### src/shared/iuvfh_pkg.sv
package iuvfh_pkg;

  // command codes of the supervision registers
  localparam logic [7:0]  HIGH_WARN_ADDR     = 8'h57;
  localparam logic [7:0]  LOW_WARN_ADDR      = 8'h58;
  localparam logic [7:0]  LOW_FAULT_ADDR     = 8'h59;
  localparam logic [7:0]  REACTION_ADDR      = 8'h5a;

  // values after reset: all limits inert, reaction ignores the fault
  localparam logic [15:0] HIGH_WARN_RESET    = 16'hffff;
  localparam logic [15:0] LOW_WARN_RESET     = 16'h0000;
  localparam logic [15:0] LOW_FAULT_RESET    = 16'h0000;
  localparam logic [7:0]  REACTION_RESET     = 8'h00;

  // reaction byte field positions
  localparam int          MODE_LSB           = 6;
  localparam int          RETRY_LSB          = 3;
  localparam int          DELAY_LSB          = 0;

  // timing
  localparam int          CLK_MHZ            = 100;
  localparam int          CONT_UNIT_US       = 10000;
  localparam int          RETRY_UNIT_US      = 8200;
  localparam int          CONT_UNIT_CYC      = CONT_UNIT_US * CLK_MHZ;
  localparam int          RETRY_UNIT_CYC     = RETRY_UNIT_US * CLK_MHZ;
  localparam int          TICK_W             = 24;

  localparam logic [2:0]  RETRY_NONE         = 3'h0;
  localparam logic [2:0]  RETRY_FOREVER      = 3'h7;

  typedef enum logic [1:0] {
    IUVFH_IGNORE   = 2'h0,
    IUVFH_CONTINUE = 2'h1,
    IUVFH_DISABLE  = 2'h2,
    IUVFH_UNTIL_OK = 2'h3
  } iuvfh_mode_t;

  typedef struct packed {
    iuvfh_mode_t mode;
    logic [2:0]  retries;
    logic [2:0]  delay;
  } iuvfh_reaction_t;

  // register access request
  typedef struct packed {
    logic        wr;
    logic        rd;
    logic [7:0]  addr;
    logic [15:0] data;
  } iuvfh_req_t;

  // status flags
  typedef struct packed {
    logic        low_fault;
    logic        input_warn;
  } iuvfh_status_t;

endpackage

### src/hdl/iuvfh_top.sv
`timescale 1ns/10ps
module iuvfh_top #(
  parameter int CONT_UNIT_CYC  = iuvfh_pkg::CONT_UNIT_CYC,
  parameter int RETRY_UNIT_CYC = iuvfh_pkg::RETRY_UNIT_CYC
) (
  // clock and reset
  input  wire logic                  clk_in,
  input  wire logic                  rst_n_in,
  // register access, same clock
  input  wire iuvfh_pkg::iuvfh_req_t req_in,
  output logic [15:0]                rdata_out,
  output logic                       ack_out,
  // converter side, same clock
  input  wire logic [15:0]           vin_meas_in,
  input  wire logic                  output_enable_in,
  input  wire logic                  clear_faults_in,
  output logic                       regulate_out,
  output iuvfh_pkg::iuvfh_status_t   status_out,
  // open-drain alert
  output logic                       host_alert_out_n,
  output logic                       host_alert_oe_n_out
);

  typedef enum logic [4:0] {
    ST_RUN   = 5'h01,
    ST_HOLD  = 5'h02,
    ST_SPACE = 5'h04,
    ST_LATCH = 5'h08,
    ST_CLEAR = 5'h10
  } iuvfh_state_t;

  localparam logic [iuvfh_pkg::TICK_W-1:0] CONT_LAST  = iuvfh_pkg::TICK_W'(CONT_UNIT_CYC - 1);
  localparam logic [iuvfh_pkg::TICK_W-1:0] RETRY_LAST = iuvfh_pkg::TICK_W'(RETRY_UNIT_CYC - 1);

  // register file
  logic [15:0]                high_warn;
  logic [15:0]                low_warn;
  logic [15:0]                low_fault;
  iuvfh_pkg::iuvfh_reaction_t reaction;
  logic [15:0]                next_high_warn;
  logic [15:0]                next_low_warn;
  logic [15:0]                next_low_fault;
  iuvfh_pkg::iuvfh_reaction_t next_reaction;
  logic [15:0]                next_rdata;
  logic                       next_ack;

  // fault machine
  iuvfh_state_t               state;
  iuvfh_state_t               next_state;
  logic [iuvfh_pkg::TICK_W-1:0] tick;
  logic [iuvfh_pkg::TICK_W-1:0] next_tick;
  logic [2:0]                 units;
  logic [2:0]                 next_units;
  logic [2:0]                 tries;
  logic [2:0]                 next_tries;
  logic                       next_regulate;
  iuvfh_pkg::iuvfh_status_t   next_status;

  logic                       fault_now;
  logic                       warn_now;
  logic                       timer_done;

  assign fault_now = vin_meas_in < low_fault;
  assign warn_now  = (vin_meas_in > high_warn) || (vin_meas_in < low_warn);

  // where to go once the fault is known to persist with the output off
  function automatic iuvfh_state_t after_off(input logic [2:0] retries);
    after_off = (retries == iuvfh_pkg::RETRY_NONE) ? ST_LATCH : ST_SPACE;
  endfunction

  always_comb begin
    next_high_warn = high_warn;
    next_low_warn  = low_warn;
    next_low_fault = low_fault;
    next_reaction  = reaction;
    next_rdata     = rdata_out;
    next_ack       = req_in.wr || req_in.rd;
    if (req_in.wr) begin
      unique case (req_in.addr)
        iuvfh_pkg::HIGH_WARN_ADDR: next_high_warn = req_in.data;
        iuvfh_pkg::LOW_WARN_ADDR:  next_low_warn  = req_in.data;
        iuvfh_pkg::LOW_FAULT_ADDR: next_low_fault = req_in.data;
        iuvfh_pkg::REACTION_ADDR:  next_reaction  = req_in.data[7:0];
        default: ;
      endcase
    end
    if (req_in.rd) begin
      unique case (req_in.addr)
        iuvfh_pkg::HIGH_WARN_ADDR: next_rdata = high_warn;
        iuvfh_pkg::LOW_WARN_ADDR:  next_rdata = low_warn;
        iuvfh_pkg::LOW_FAULT_ADDR: next_rdata = low_fault;
        iuvfh_pkg::REACTION_ADDR:  next_rdata = {8'h00, reaction};
        default:                   next_rdata = 16'h0000;
      endcase
    end
  end

  always_ff @(posedge clk_in) begin
    if (!rst_n_in) begin
      high_warn <= iuvfh_pkg::HIGH_WARN_RESET;
      low_warn  <= iuvfh_pkg::LOW_WARN_RESET;
      low_fault <= iuvfh_pkg::LOW_FAULT_RESET;
      reaction  <= iuvfh_pkg::REACTION_RESET;
      rdata_out <= 16'h0000;
      ack_out   <= 1'b0;
    end else begin
      high_warn <= next_high_warn;
      low_warn  <= next_low_warn;
      low_fault <= next_low_fault;
      reaction  <= next_reaction;
      rdata_out <= next_rdata;
      ack_out   <= next_ack;
    end
  end

  // the unit length follows the state: hold uses the long unit, spacing the short one
  assign timer_done = (units == reaction.delay);

  always_comb begin
    next_state  = state;
    next_tick   = tick;
    next_units  = units;
    next_tries  = tries;
    if (!timer_done) begin
      if (tick == ((state == ST_HOLD) ? CONT_LAST : RETRY_LAST)) begin
        next_tick  = '0;
        next_units = units + 3'h1;
      end else begin
        next_tick = tick + iuvfh_pkg::TICK_W'(1);
      end
    end
    unique case (state)
      ST_RUN: begin
        next_tick  = '0;
        next_units = 3'h0;
        next_tries = 3'h0;
        if (fault_now) begin
          unique case (reaction.mode)
            iuvfh_pkg::IUVFH_IGNORE:   next_state = ST_RUN;
            iuvfh_pkg::IUVFH_CONTINUE: next_state = ST_HOLD;
            iuvfh_pkg::IUVFH_DISABLE:  next_state = after_off(reaction.retries);
            iuvfh_pkg::IUVFH_UNTIL_OK: next_state = ST_CLEAR;
          endcase
        end
      end
      ST_HOLD: begin
        if (!fault_now) begin
          next_state = ST_RUN;
        end else if (timer_done) begin
          next_state = after_off(reaction.retries);
          next_tick  = '0;
          next_units = 3'h0;
        end
      end
      ST_SPACE: begin
        if (timer_done) begin
          next_tick  = '0;
          next_units = 3'h0;
          if (!fault_now) begin
            next_state = ST_RUN;
          end else if (reaction.retries == iuvfh_pkg::RETRY_FOREVER) begin
            next_state = ST_SPACE;
          end else if (tries + 3'h1 >= reaction.retries) begin
            next_state = ST_LATCH;
          end else begin
            next_tries = tries + 3'h1;
          end
        end
      end
      ST_LATCH: begin
        if (clear_faults_in && !fault_now) begin
          next_state = ST_RUN;
        end
      end
      ST_CLEAR: begin
        if (!fault_now) begin
          next_state = ST_RUN;
        end
      end
      default: next_state = ST_RUN;
    endcase
    // dropping the enable ends any retry sequence
    if (!output_enable_in) begin
      next_state = ST_RUN;
    end
    next_regulate = output_enable_in && (next_state == ST_RUN || next_state == ST_HOLD);
    // a new event wins over a clear in the same cycle
    next_status.low_fault  = fault_now || (status_out.low_fault && !clear_faults_in);
    next_status.input_warn = warn_now || (status_out.input_warn && !clear_faults_in);
  end

  always_ff @(posedge clk_in) begin
    if (!rst_n_in) begin
      state        <= ST_RUN;
      tick         <= '0;
      units        <= 3'h0;
      tries        <= 3'h0;
      regulate_out <= 1'b0;
      status_out   <= '0;
    end else begin
      state        <= next_state;
      tick         <= next_tick;
      units        <= next_units;
      tries        <= next_tries;
      regulate_out <= next_regulate;
      status_out   <= next_status;
    end
  end

  // open drain: only ever pulled low, released otherwise
  assign host_alert_out_n    = !(status_out.low_fault || status_out.input_warn);
  assign host_alert_oe_n_out = host_alert_out_n;

endmodule

### config.mk
export PLATFORM = sky130hd
export DESIGN_NAME = iuvfh_top
export DESIGN_NICKNAME = d
export VERILOG_FILES = /design/src/shared/iuvfh_pkg.sv /design/src/hdl/iuvfh_top.sv
export SDC_FILE = /design/constraint.sdc
export NUM_CORES = 1
export LEC_CHECK = 0
export ABC_AREA = 1
export BUFFER_PORTS_ARGS = -buffer_cell sky130_fd_sc_hd__buf_2
export CORE_UTILIZATION = 50
export DETAILED_ROUTE_END_ITERATION = 10
export GPL_TIMING_DRIVEN = 0
export HOLD_SLACK_MARGIN = 0.08
export PLACE_DENSITY_LB_ADDON = 0.05
export SLEW_MARGIN = 20
export SYNTH_ARGS = -nofsm -noshare
export SYNTH_HDL_FRONTEND = slang
export SYNTH_SLANG_ARGS = --single-unit
### constraint.sdc
create_clock -name clk_in -period 3.4 [get_ports clk_in]
set_clock_uncertainty 0.1 [all_clocks]
set_input_delay 0 -clock clk_in [delete_from_list [all_inputs] [get_ports clk_in]]
set_output_delay 0 -clock clk_in [all_outputs]
set_load 0.03 [all_outputs]
-- After elaboration in Yosys (flattened, before gate mapping)
Index checks and enable logic that the tools add are counted.
- register bits: 111
- bits in latches: 0
- RAM bits: 0
- memory bits (read-only): 0
- output and inout bits: 22
- memories kept: 0
- add/sub/neg operators: 3
- multiply operators: 0
- div/mod/pow operators: 0
- $lt $le $gt $ge: 4
- eq/ne operators: 21
- shift-type cells: 0
- muxes and demuxes: 30
- bitwise gates (word level): 0
- reductions and logical operators: 21
- operator list (operator ; count):
    24-bit two-way mux ; 4
    24-bit one-hot mux with 3 select lines ; 1
    16-bit one-hot mux with 4 select lines ; 1
    5-bit two-way mux ; 10
    8-bit by 7-bit equality test with 1-bit output (second input constant) ; 4
    16-bit less-than comparator ; 2
    5-bit one-hot mux with 5 select lines ; 1
    24-bit by 1-bit adder with 24-bit output (second input constant) ; 1
    24-bit by 20-bit equality test with 1-bit output ; 1
    3-bit two-way mux ; 8
    5-bit one-hot mux with 4 select lines ; 1
    18-bit two-way mux ; 1
    16-bit > comparator ; 1
    5-bit by 1-bit equality test with 1-bit output (second input constant) ; 2
    5-bit by 2-bit equality test with 1-bit output (second input constant) ; 2
    3-bit one-hot mux with 3 select lines ; 1
    2-bit != test (second input constant) ; 4
    2-bit AND reduction ; 4
    3-bit by 1-bit adder with 3-bit output (second input constant) ; 2
    1-bit logical OR ; 6
    3-bit one-hot mux with 2 select lines ; 1
    5-bit by 3-bit equality test with 1-bit output (second input constant) ; 1
    5-bit by 4-bit equality test with 1-bit output (second input constant) ; 1
    5-bit equality test (second input constant) ; 1
    other kinds (12) ; 18

-- Longest topological paths before layout
Gate-level depths: netlist of the first run.
- word-level depth: 11
- mapped depth: 16
- mapped depth without buffers: 15

-- Worst setup path before layout of the first run
No wires, ideal clock.
- kind: register to register
- start point: register low_fault[9]
- end point: register tick[17] (netlist bit)
- library setup time: 0.115 ns
- arrival time: 1.722 ns
- data required time: 3.185 ns
- setup slack: 1.463 ns
- cell stages (with the launch flop): 14
- buffers on the path: 1
- period minus slack after synthesis: 1.937 ns
- cells stage by stage: dfxtp_1 inv_1 ha_1 nand2_1 inv_1 o21bai_1 a21oi_1 nor2_1 nand2_1 nand2_1 nand3_2 nand3_2 buf_6 nor2_1
- longest elaborated chain between the ends: 3
- ends and longest elaborated chain (item ; RTL line ; source):
    start, declared ; iuvfh_top.sv:38 ; logic [15:0] low_fault;
    start signal, assigned ; iuvfh_top.sv:102 ; low_fault <= iuvfh_pkg::LOW_FAULT_RESET;
    start signal, assigned ; iuvfh_top.sv:109 ; low_fault <= next_low_fault;
    16-bit less-than comparator ; iuvfh_top.sv:63 ; assign fault_now = vin_meas_in < low_fault;
    24-bit two-way mux ; iuvfh_top.sv:147 ; if (!fault_now) begin
    24-bit one-hot mux with 3 select lines ; iuvfh_top.sv:132 ; unique case (state)
    end signal, assigned ; iuvfh_top.sv:202 ; tick <= next_tick;
    end, declared ; iuvfh_top.sv:50 ; logic [iuvfh_pkg::TICK_W-1:0] tick;
No other way between the ends.
A chain may end at the register's enable or synchronous reset.

-- Worst setup path after layout of the first run
- start point: input port req_in[17] (netlist bit)
- end point: register high_warn[0]
- longest elaborated chain between the ends: 2
- ends and longest elaborated chain (item ; RTL line ; source):
    start, declared ; iuvfh_top.sv:10 ; input wire iuvfh_pkg::iuvfh_req_t req_in,
    8-bit by 7-bit equality test with 1-bit output ; iuvfh_top.sv:79 ; unique case (req_in.addr)
    2-bit AND reduction (no source line) ; -- ;
    end signal, assigned ; iuvfh_top.sv:100 ; high_warn <= iuvfh_pkg::HIGH_WARN_RESET;
    end signal, assigned ; iuvfh_top.sv:107 ; high_warn <= next_high_warn;
    end, declared ; iuvfh_top.sv:36 ; logic [15:0] high_warn;
No other way between the ends.

==> impl_metrics.tcl, run 1 <==
set metrics [dict create \
    cts_root_buf "clkbuf_16" \
    dr_total_vias 6270 \
    crit_chain "dlygate4sd3_1 -> buf_2 -> inv_2 -> nor4_4 -> nand4_1 -> dlygate4sd3_1 -> nand3_1 -> dlygate4sd3_1" \
    critPathRequiredTime_ns 3.61 \
    drt-initial-drc-count 326 \
    cts_buffers 9 \
    syn_area_per_cell_um2 7.06 \
    yosys_warnings 0 \
    clockBufferDepth 2 \
    drv_slew 0 \
    worstMarginPinSlew_ns 0.666 \
    fin_crit_sh_pct 73.1 \
    slowest_stage "dlygate4sd3_1" \
    clk_pin_slew_ns 0.08 \
    startpoint "req_in[17]" \
    synth_edf_count 0 \
    p_per_area_nw_per_um2 368 \
    hold_depth 3 \
    num_io_pins 68 \
    crit_path_end_kind "flop" \
    synth_top_cell_area_share_pct 34.5 \
    totalWireLength_mm 17.7 \
    synth_seq_cells 111 \
    grt_overflow 0 \
    drive_above_1_share_pct 11.6 \
    path_buf_inv 5 \
    antenna_cells 0 \
    syn_area_um2 6440 \
    core-area_um2 12600 \
    syn_nets 1009 \
    gp_congestion 0.903 \
    drv_cap 0 \
    fin_crit_ns 2.49 \
    grt_usage_pct 28.2 \
    firstDrtPassIters 5 \
    ys_top_cells_by_area "dfxtp_1 35%, ha_1 10%, nand2_1 9.0%" \
    viasPerCell 5.23 \
    yosys_most_used_dff "dfxtp_1" \
    first_global_vias 5814 \
    nFillCells 1229 \
    path_max_fanout 10 \
    die_w_um 115 \
    synthArstFlopShare_pct 0 \
    min_to "ack_out$_SDFF_PN0_" \
    grt_max_degree 19 \
    post-route-util_pct 61.0 \
    regArea_um2 2220 \
    hold_viol_final 0 \
    r2r_slack_ns 0.95 \
    critPathKind "in -> reg" \
    area_delta_synth_final_pct 19.1 \
    htreeDepth 3 \
    max_freq_mhz 402 \
    nets 1119 \
    r2r-start "low_fault[15]$_SDFFE_PN0P_" \
    synthCells 911 \
    clk_latency_ns 0.36 \
    setup_viol 0 \
    cts_tree "done" \
    slew_headroom_pct 55.6 \
    start_util_pct 51.2 \
    grt_pass1_wl_mm 28.7 \
    portBuffers 66 \
    setup_tns_ns 0 \
    antenna_found_initial 0 \
    ys_seq_area_share_pct 34.5 \
    synth.distinct_cells 37 \
    dieHeight_um 115 \
    rows 41 \
    p_leak_nw 3.37 \
    crit_family "buffers and inverters" \
    rsz0062_at_grt "no" \
    drtAntennaViolNets 0 \
    status "complete, no violations" \
    cp.arrival_ns 2.69 \
    min_path_type "in -> reg" \
    hold_start "req_in[25]" \
    max_stage_delay_ns 0.62 \
    multi_input_area_um2 3570 \
    peakVddDrop_mv 0.395 \
    reg2reg_to "tick[18]$_SDFF_PN0_" \
    start_kind "input port" \
    worst_slack_ns 0.913 \
    synth_top_area_cell "dfxtp_1" \
    pre_cts_slack_ns 0.986 \
    post_cts_resized 0 \
    post-dp-hpwl_mm 13.8 \
    drc 0 \
    wire_per_inst_um 14.8 \
    clkSinkCount 111 \
    dieArea_um2 13300 \
    r2r.worst_path.cells 11 \
    cpMostUsedCell "dlygate4sd3_1" \
]
-- cell usage after synthesis (all sizes together), types with 2 or more instances --
cell type / instances
nand3: 62
xor2: 12
buf: 8
a21oi: 93
nand3b: 2
ha: 52
nor2: 71
nand4: 35
o21ai: 79
nand2: 157
inv: 130
o211ai: 2
or2: 3
clkbuf: 24
nor4: 7
dfxtp: 111
nor3: 28
clkinv: 3
xnor2: 3
o22ai: 24
-- worst max-delay path by stage --
stage	to	depth (start not counted)
after floorplan	tick[17]$_SDFF_PN0_	13
after global placement	tick[17]$_SDFF_PN0_	11
after detailed placement	tick[18]$_SDFF_PN0_	13
after CTS	tick[18]$_SDFF_PN0_	13
after global routing	tick[9]$_SDFF_PN0_	11
final	high_warn[0]$_SDFFE_PN1P_	8
-- sequential cells by signal, summed over array words and instances, names as in the netlist --
register / count
high_warn: 16
tries: 3
low_fault: 16
reaction: 8
rdata_out: 16
units: 3
tick: 24
regulate_out: 1
status_out: 2
low_warn: 16
ack_out: 1
state: 5
-- per-stage QoR --
| stage | std cells | total power, W | hold slack, ns | instance area, um2 |
|---|---|---|---|---|
| floorplan | 911 | 0.00148 | 0.0206 | 6440 |
| global placement | 1149 | 0.00157 | 0.164 | 6980 |
| detailed placement | 1149 | 0.00157 | 0.164 | 6980 |
| CTS | 1198 | 0.00284 | 0.0912 | 7670 |
| global route | 1198 | 0.00293 | 0.163 | 7670 |
| finish | 1198 | 0.00282 | 0.0933 | 7670 |
-- worst register-to-register path: cells and delay by family (launching register included) --
family / cells / cell delay, ns
AND/OR/NAND/NOR: 6 / 1.12
flip-flops: 1 / 0.31
AO/OA/AOI/OAI: 2 / 0.26
buffers and inverters: 2 / 0.25
adder cells (fa/ha/maj): 1 / 0.31
-- metal layers --
metal / global-route usage (%) / up-vias / wire length (um)
met1: 35.3 / 2852 / 8180
met2: 49.5 / 108 / 8680
li1: - / 3288 / -
met5: 0 / - / 0
met3: 4.92 / 22 / 577
met4: 8.40 / 0 / 284
-- cells in the final DEF, fill, tap and decap left out, types with 14 or more instances in the layout --
cell           netlist  layout
nand2_1            155     155
inv_1              127     127
dfxtp_1            111     111
a21oi_1             93      93
buf_2                5      71
o21ai_0             67      67
nor2_1              66      66
nand3_1             58      58
ha_1                52      52
nand4_1             34      34
dlygate4sd3_1        0      33
nor3_1              27      27
clkbuf_1            24      24
o22ai_1             14      14
-- final cells by class --
type / instances / area share (%)
Timing Repair Buffer: 99 / 8.62
Tap cell: 172 / 2.81
Clock buffer: 10 / 3.12
Sequential cell: 111 / 29.0
Buffer: 32 / 1.84
Inverter: 133 / 6.51
Clock inverter: 6 / 1.50
Multi-Input combinational cell: 635 / 46.6
-- timing repair --
item / 4_1_cts / 5_1_grt
hold buffers: 33 / 0
setup buffers: 0 / 0
endpoints found under the hold margin: 79 / 0
endpoints found under the setup margin: 0 / 0
-- where the power goes --
group          switching, W  total, W  internal, W
clock              0.000511   0.00126     0.000745
combinational      0.000160  0.000253    0.0000926
sequential       0.00000411   0.00131      0.00130
total              0.000676   0.00282      0.00214
-- kinds of logic (layout without fill, tap and decap cells) --
logic type      count (synthesis)  count (layout)  synth area share, %
xor+xnor                       15              15                 2.04
simple gates                  365             365                 25.9
buf+inv                       165             280                 9.95
compound gates                203             203                 17.5
flops                         111             111                 34.5
fa+ha+maj                      52              52                 10.1
No activity file was read; power rests on OpenSTA's default activity.
==> run 2, diff against run 1 <==
ABC_AREA = 0   (was 1)
clock period = 2.2 ns   (was 3.4 ns; I/O delays follow)
==> run 2 against run 1 <==
Effect of this change: the run now ends with setup timing left; largest cell class unchanged; combinational power increased by 57%; highest routed layer unchanged; non-clock buffer count increased by 10; synthesized cell count decreased by 15%; setup slack got worse by 1.1 ns; critical path depth increased by 1.
==> impl_metrics.tcl, run 2 <==
set metrics [dict create \
    status "finished, violations left" \
    violations "setup timing" \
    r2r.worst_path.cells 9 \
    largest-register "tick" \
    post-route-util_pct 63.4 \
    dieArea_um2 13300 \
    grt_max_degree 19 \
    antenna_cells 0 \
    firstDrtPassIters 5 \
    synthCells 772 \
    cts_root_buf "clkbuf_16" \
    fin_crit_ns 2.41 \
    peakVddDrop_mv 0.395 \
    portBuffers 66 \
    critPathKind "reg -> reg" \
    nets 985 \
    slew_headroom_pct 54.5 \
    min_path_type "in -> reg" \
    pre_cts_slack_ns -0.523 \
    finalPower_w 0.00410 \
    drive_above_1_share_pct 20.3 \
    grt_overflow 0 \
    drc 0 \
    worstMarginPinSlew_ns 0.682 \
    final_common_cell "nand2_1" \
    cts_tree "done" \
    syn_area_um2 6420 \
    yosys_warnings 0 \
    max_freq_mhz 414 \
    dieHeight_um 115 \
    dr_total_vias 5953 \
    syn_area_per_cell_um2 8.31 \
    worst_hold_slack_ns 0.105 \
    clkSinkCount 111 \
    start_util_pct 51.1 \
    final_cell_mix "126 x nand2_1, 99 x dfxtp_1, 73 x buf_2" \
    drtAntennaViolNets 0 \
    largest_reg_flops 24 \
    hold_depth 3 \
    wire_per_inst_um 17.1 \
    cts_buffers 9 \
    worst_slack_ns -0.213 \
    synth.distinct_cells 62 \
    p_leak_nw 3.03 \
    synth_top_cell_area_share_pct 34.6 \
    place_area_um2 6990 \
    design_area_um2 7970 \
    syn_nets 870 \
    drt-initial-drc-count 396 \
    rows 41 \
    rsz0062_at_grt "yes" \
    drv_slew 0 \
    clk_latency_ns 0.36 \
    path_max_fanout 7 \
    hold_viol_final 0 \
    critPathRequiredTime_ns 2.39 \
    cp.arrival_ns 2.60 \
    antenna_found_initial 0 \
    first_global_vias 5957 \
    synth.most_common_cell "nand2_1" \
    crit_path_end_kind "flop" \
    htreeDepth 3 \
    post-dp-hpwl_mm 13.8 \
    ys_seq_area_share_pct 34.6 \
    synth_edf_count 0 \
    yosys_most_used_dff "dfxtp_1" \
    synth_seq_cells 111 \
    gp_congestion 0.888 \
    ys_top_cells_by_area "dfxtp_1 35%, ha_1 10%, nand2_1 7.4%" \
    p_per_area_nw_per_um2 515 \
    synth_commonest_cells "127 x nand2_1, 111 x dfxtp_1, 68 x inv_1" \
    start_kind "flop" \
    drv_cap 0 \
    grt_pass1_wl_mm 29.4 \
    core-area_um2 12600 \
    num_io_pins 68 \
    clk_pin_slew_ns 0.07 \
    grt_usage_pct 29.0 \
    synthArstFlopShare_pct 0 \
    die_w_um 115 \
    viasPerCell 5.59 \
    fin_crit_sh_pct 110 \
    setup_viol 34 \
    totalWireLength_mm 18.2 \
    area_delta_synth_final_pct 24.1 \
    clockBufferDepth 2 \
    synth_top_area_cell "dfxtp_1" \
]
run 2: changes by cell type after synthesis, moves of 33 or more:
cell,previous run,this run
inv_1,127,68
a21oi_1,93,28
nor2_1,66,23
a21boi_0,0,41
nand3_1,58,25
o21ai_0,67,19
run 2: where the power goes:
part	total [W]	switching [W]	leakage, nW	internal [W]
combinational	0.000397	0.000221	1.99	0.000177
clock	0.00169	0.000769	0.145	0.000919
sequential	0.00202	0.00000577	0.902	0.00201
total	0.00410	0.000995	3.03	0.00311
run 2: worst max-delay path, cell delays in order (launching register included):
cell and delay, ns:
dfxtp_2 0.34, inv_1 0.06, ha_4 0.26, nand4_1 0.19, or4_1 0.46, o32a_4 0.39, nand3_4 0.10, a21oi_4 0.12
buf_6 0.17, nor3_2 0.14
run 2: per-stage QoR:
step / setup TNS [ns] / cells
CTS: -4.87 / 1060
global placement: -13.42 / 1010
finish: -6.28 / 1064
detailed placement: -14.34 / 1010
global route: -8.44 / 1064
floorplan: -0.619 / 772
run 2: cell type report:
| cell class | count | area [um2] |
|---|---|---|
| Buffer | 37 | 179 |
| Clock buffer | 10 | 239 |
| Clock inverter | 6 | 67.6 |
| Fill cell | 1125 | 4600 |
| Inverter | 68 | 255 |
| Multi-Input combinational cell | 556 | 4040 |
| Sequential cell | 111 | 2240 |
| Tap cell | 172 | 215 |
| Timing Repair Buffer | 104 | 733 |
run 2: routing by layer:
layer	global-route usage (%)	share of wire (%)	wire length [um]
met5	0	0	0
met1	35.8	44	7930
met2	50.5	49	8980
met4	10.3	2.0	371
met3	5.01	5.1	935
run 2: final timing paths:
check	from	end	slack (ns)
worst min register to register	low_warn[3]$_SDFFE_PN0P_	low_warn[3]$_SDFFE_PN0P_	0.37
worst max register to register	low_fault[13]$_SDFFE_PN0P_	tick[8]$_SDFF_PN0_	-0.21
worst min-delay path	req_in[24]	rdata_out[6]$_SDFFE_PN0P_	0.11
worst max-delay path	low_fault[13]$_SDFFE_PN0P_	tick[8]$_SDFF_PN0_	-0.21
run 2: cell families (layout without fill, tap and decap cells):
logic type,count (synthesis),count (layout),share of synthesized area [%]
AND/OR/NAND/NOR,291,291,23.9
flip-flops,111,111,34.6
adder cells (fa/ha/maj),52,52,10.1
buffers and inverters,105,225,6.63
AO/OA/AOI/OAI,171,171,18.6
XOR/XNOR,28,28,3.82
multiplexers,14,14,2.22
run 2: what timing repair did:
item,in CTS,in global routing
hold endpoints to repair,62,0
setup buffers,13,4
hold buffers,20,0
resized for setup,32,26
setup endpoints to repair,37,37
cloned,1,1
pin swaps,15,5
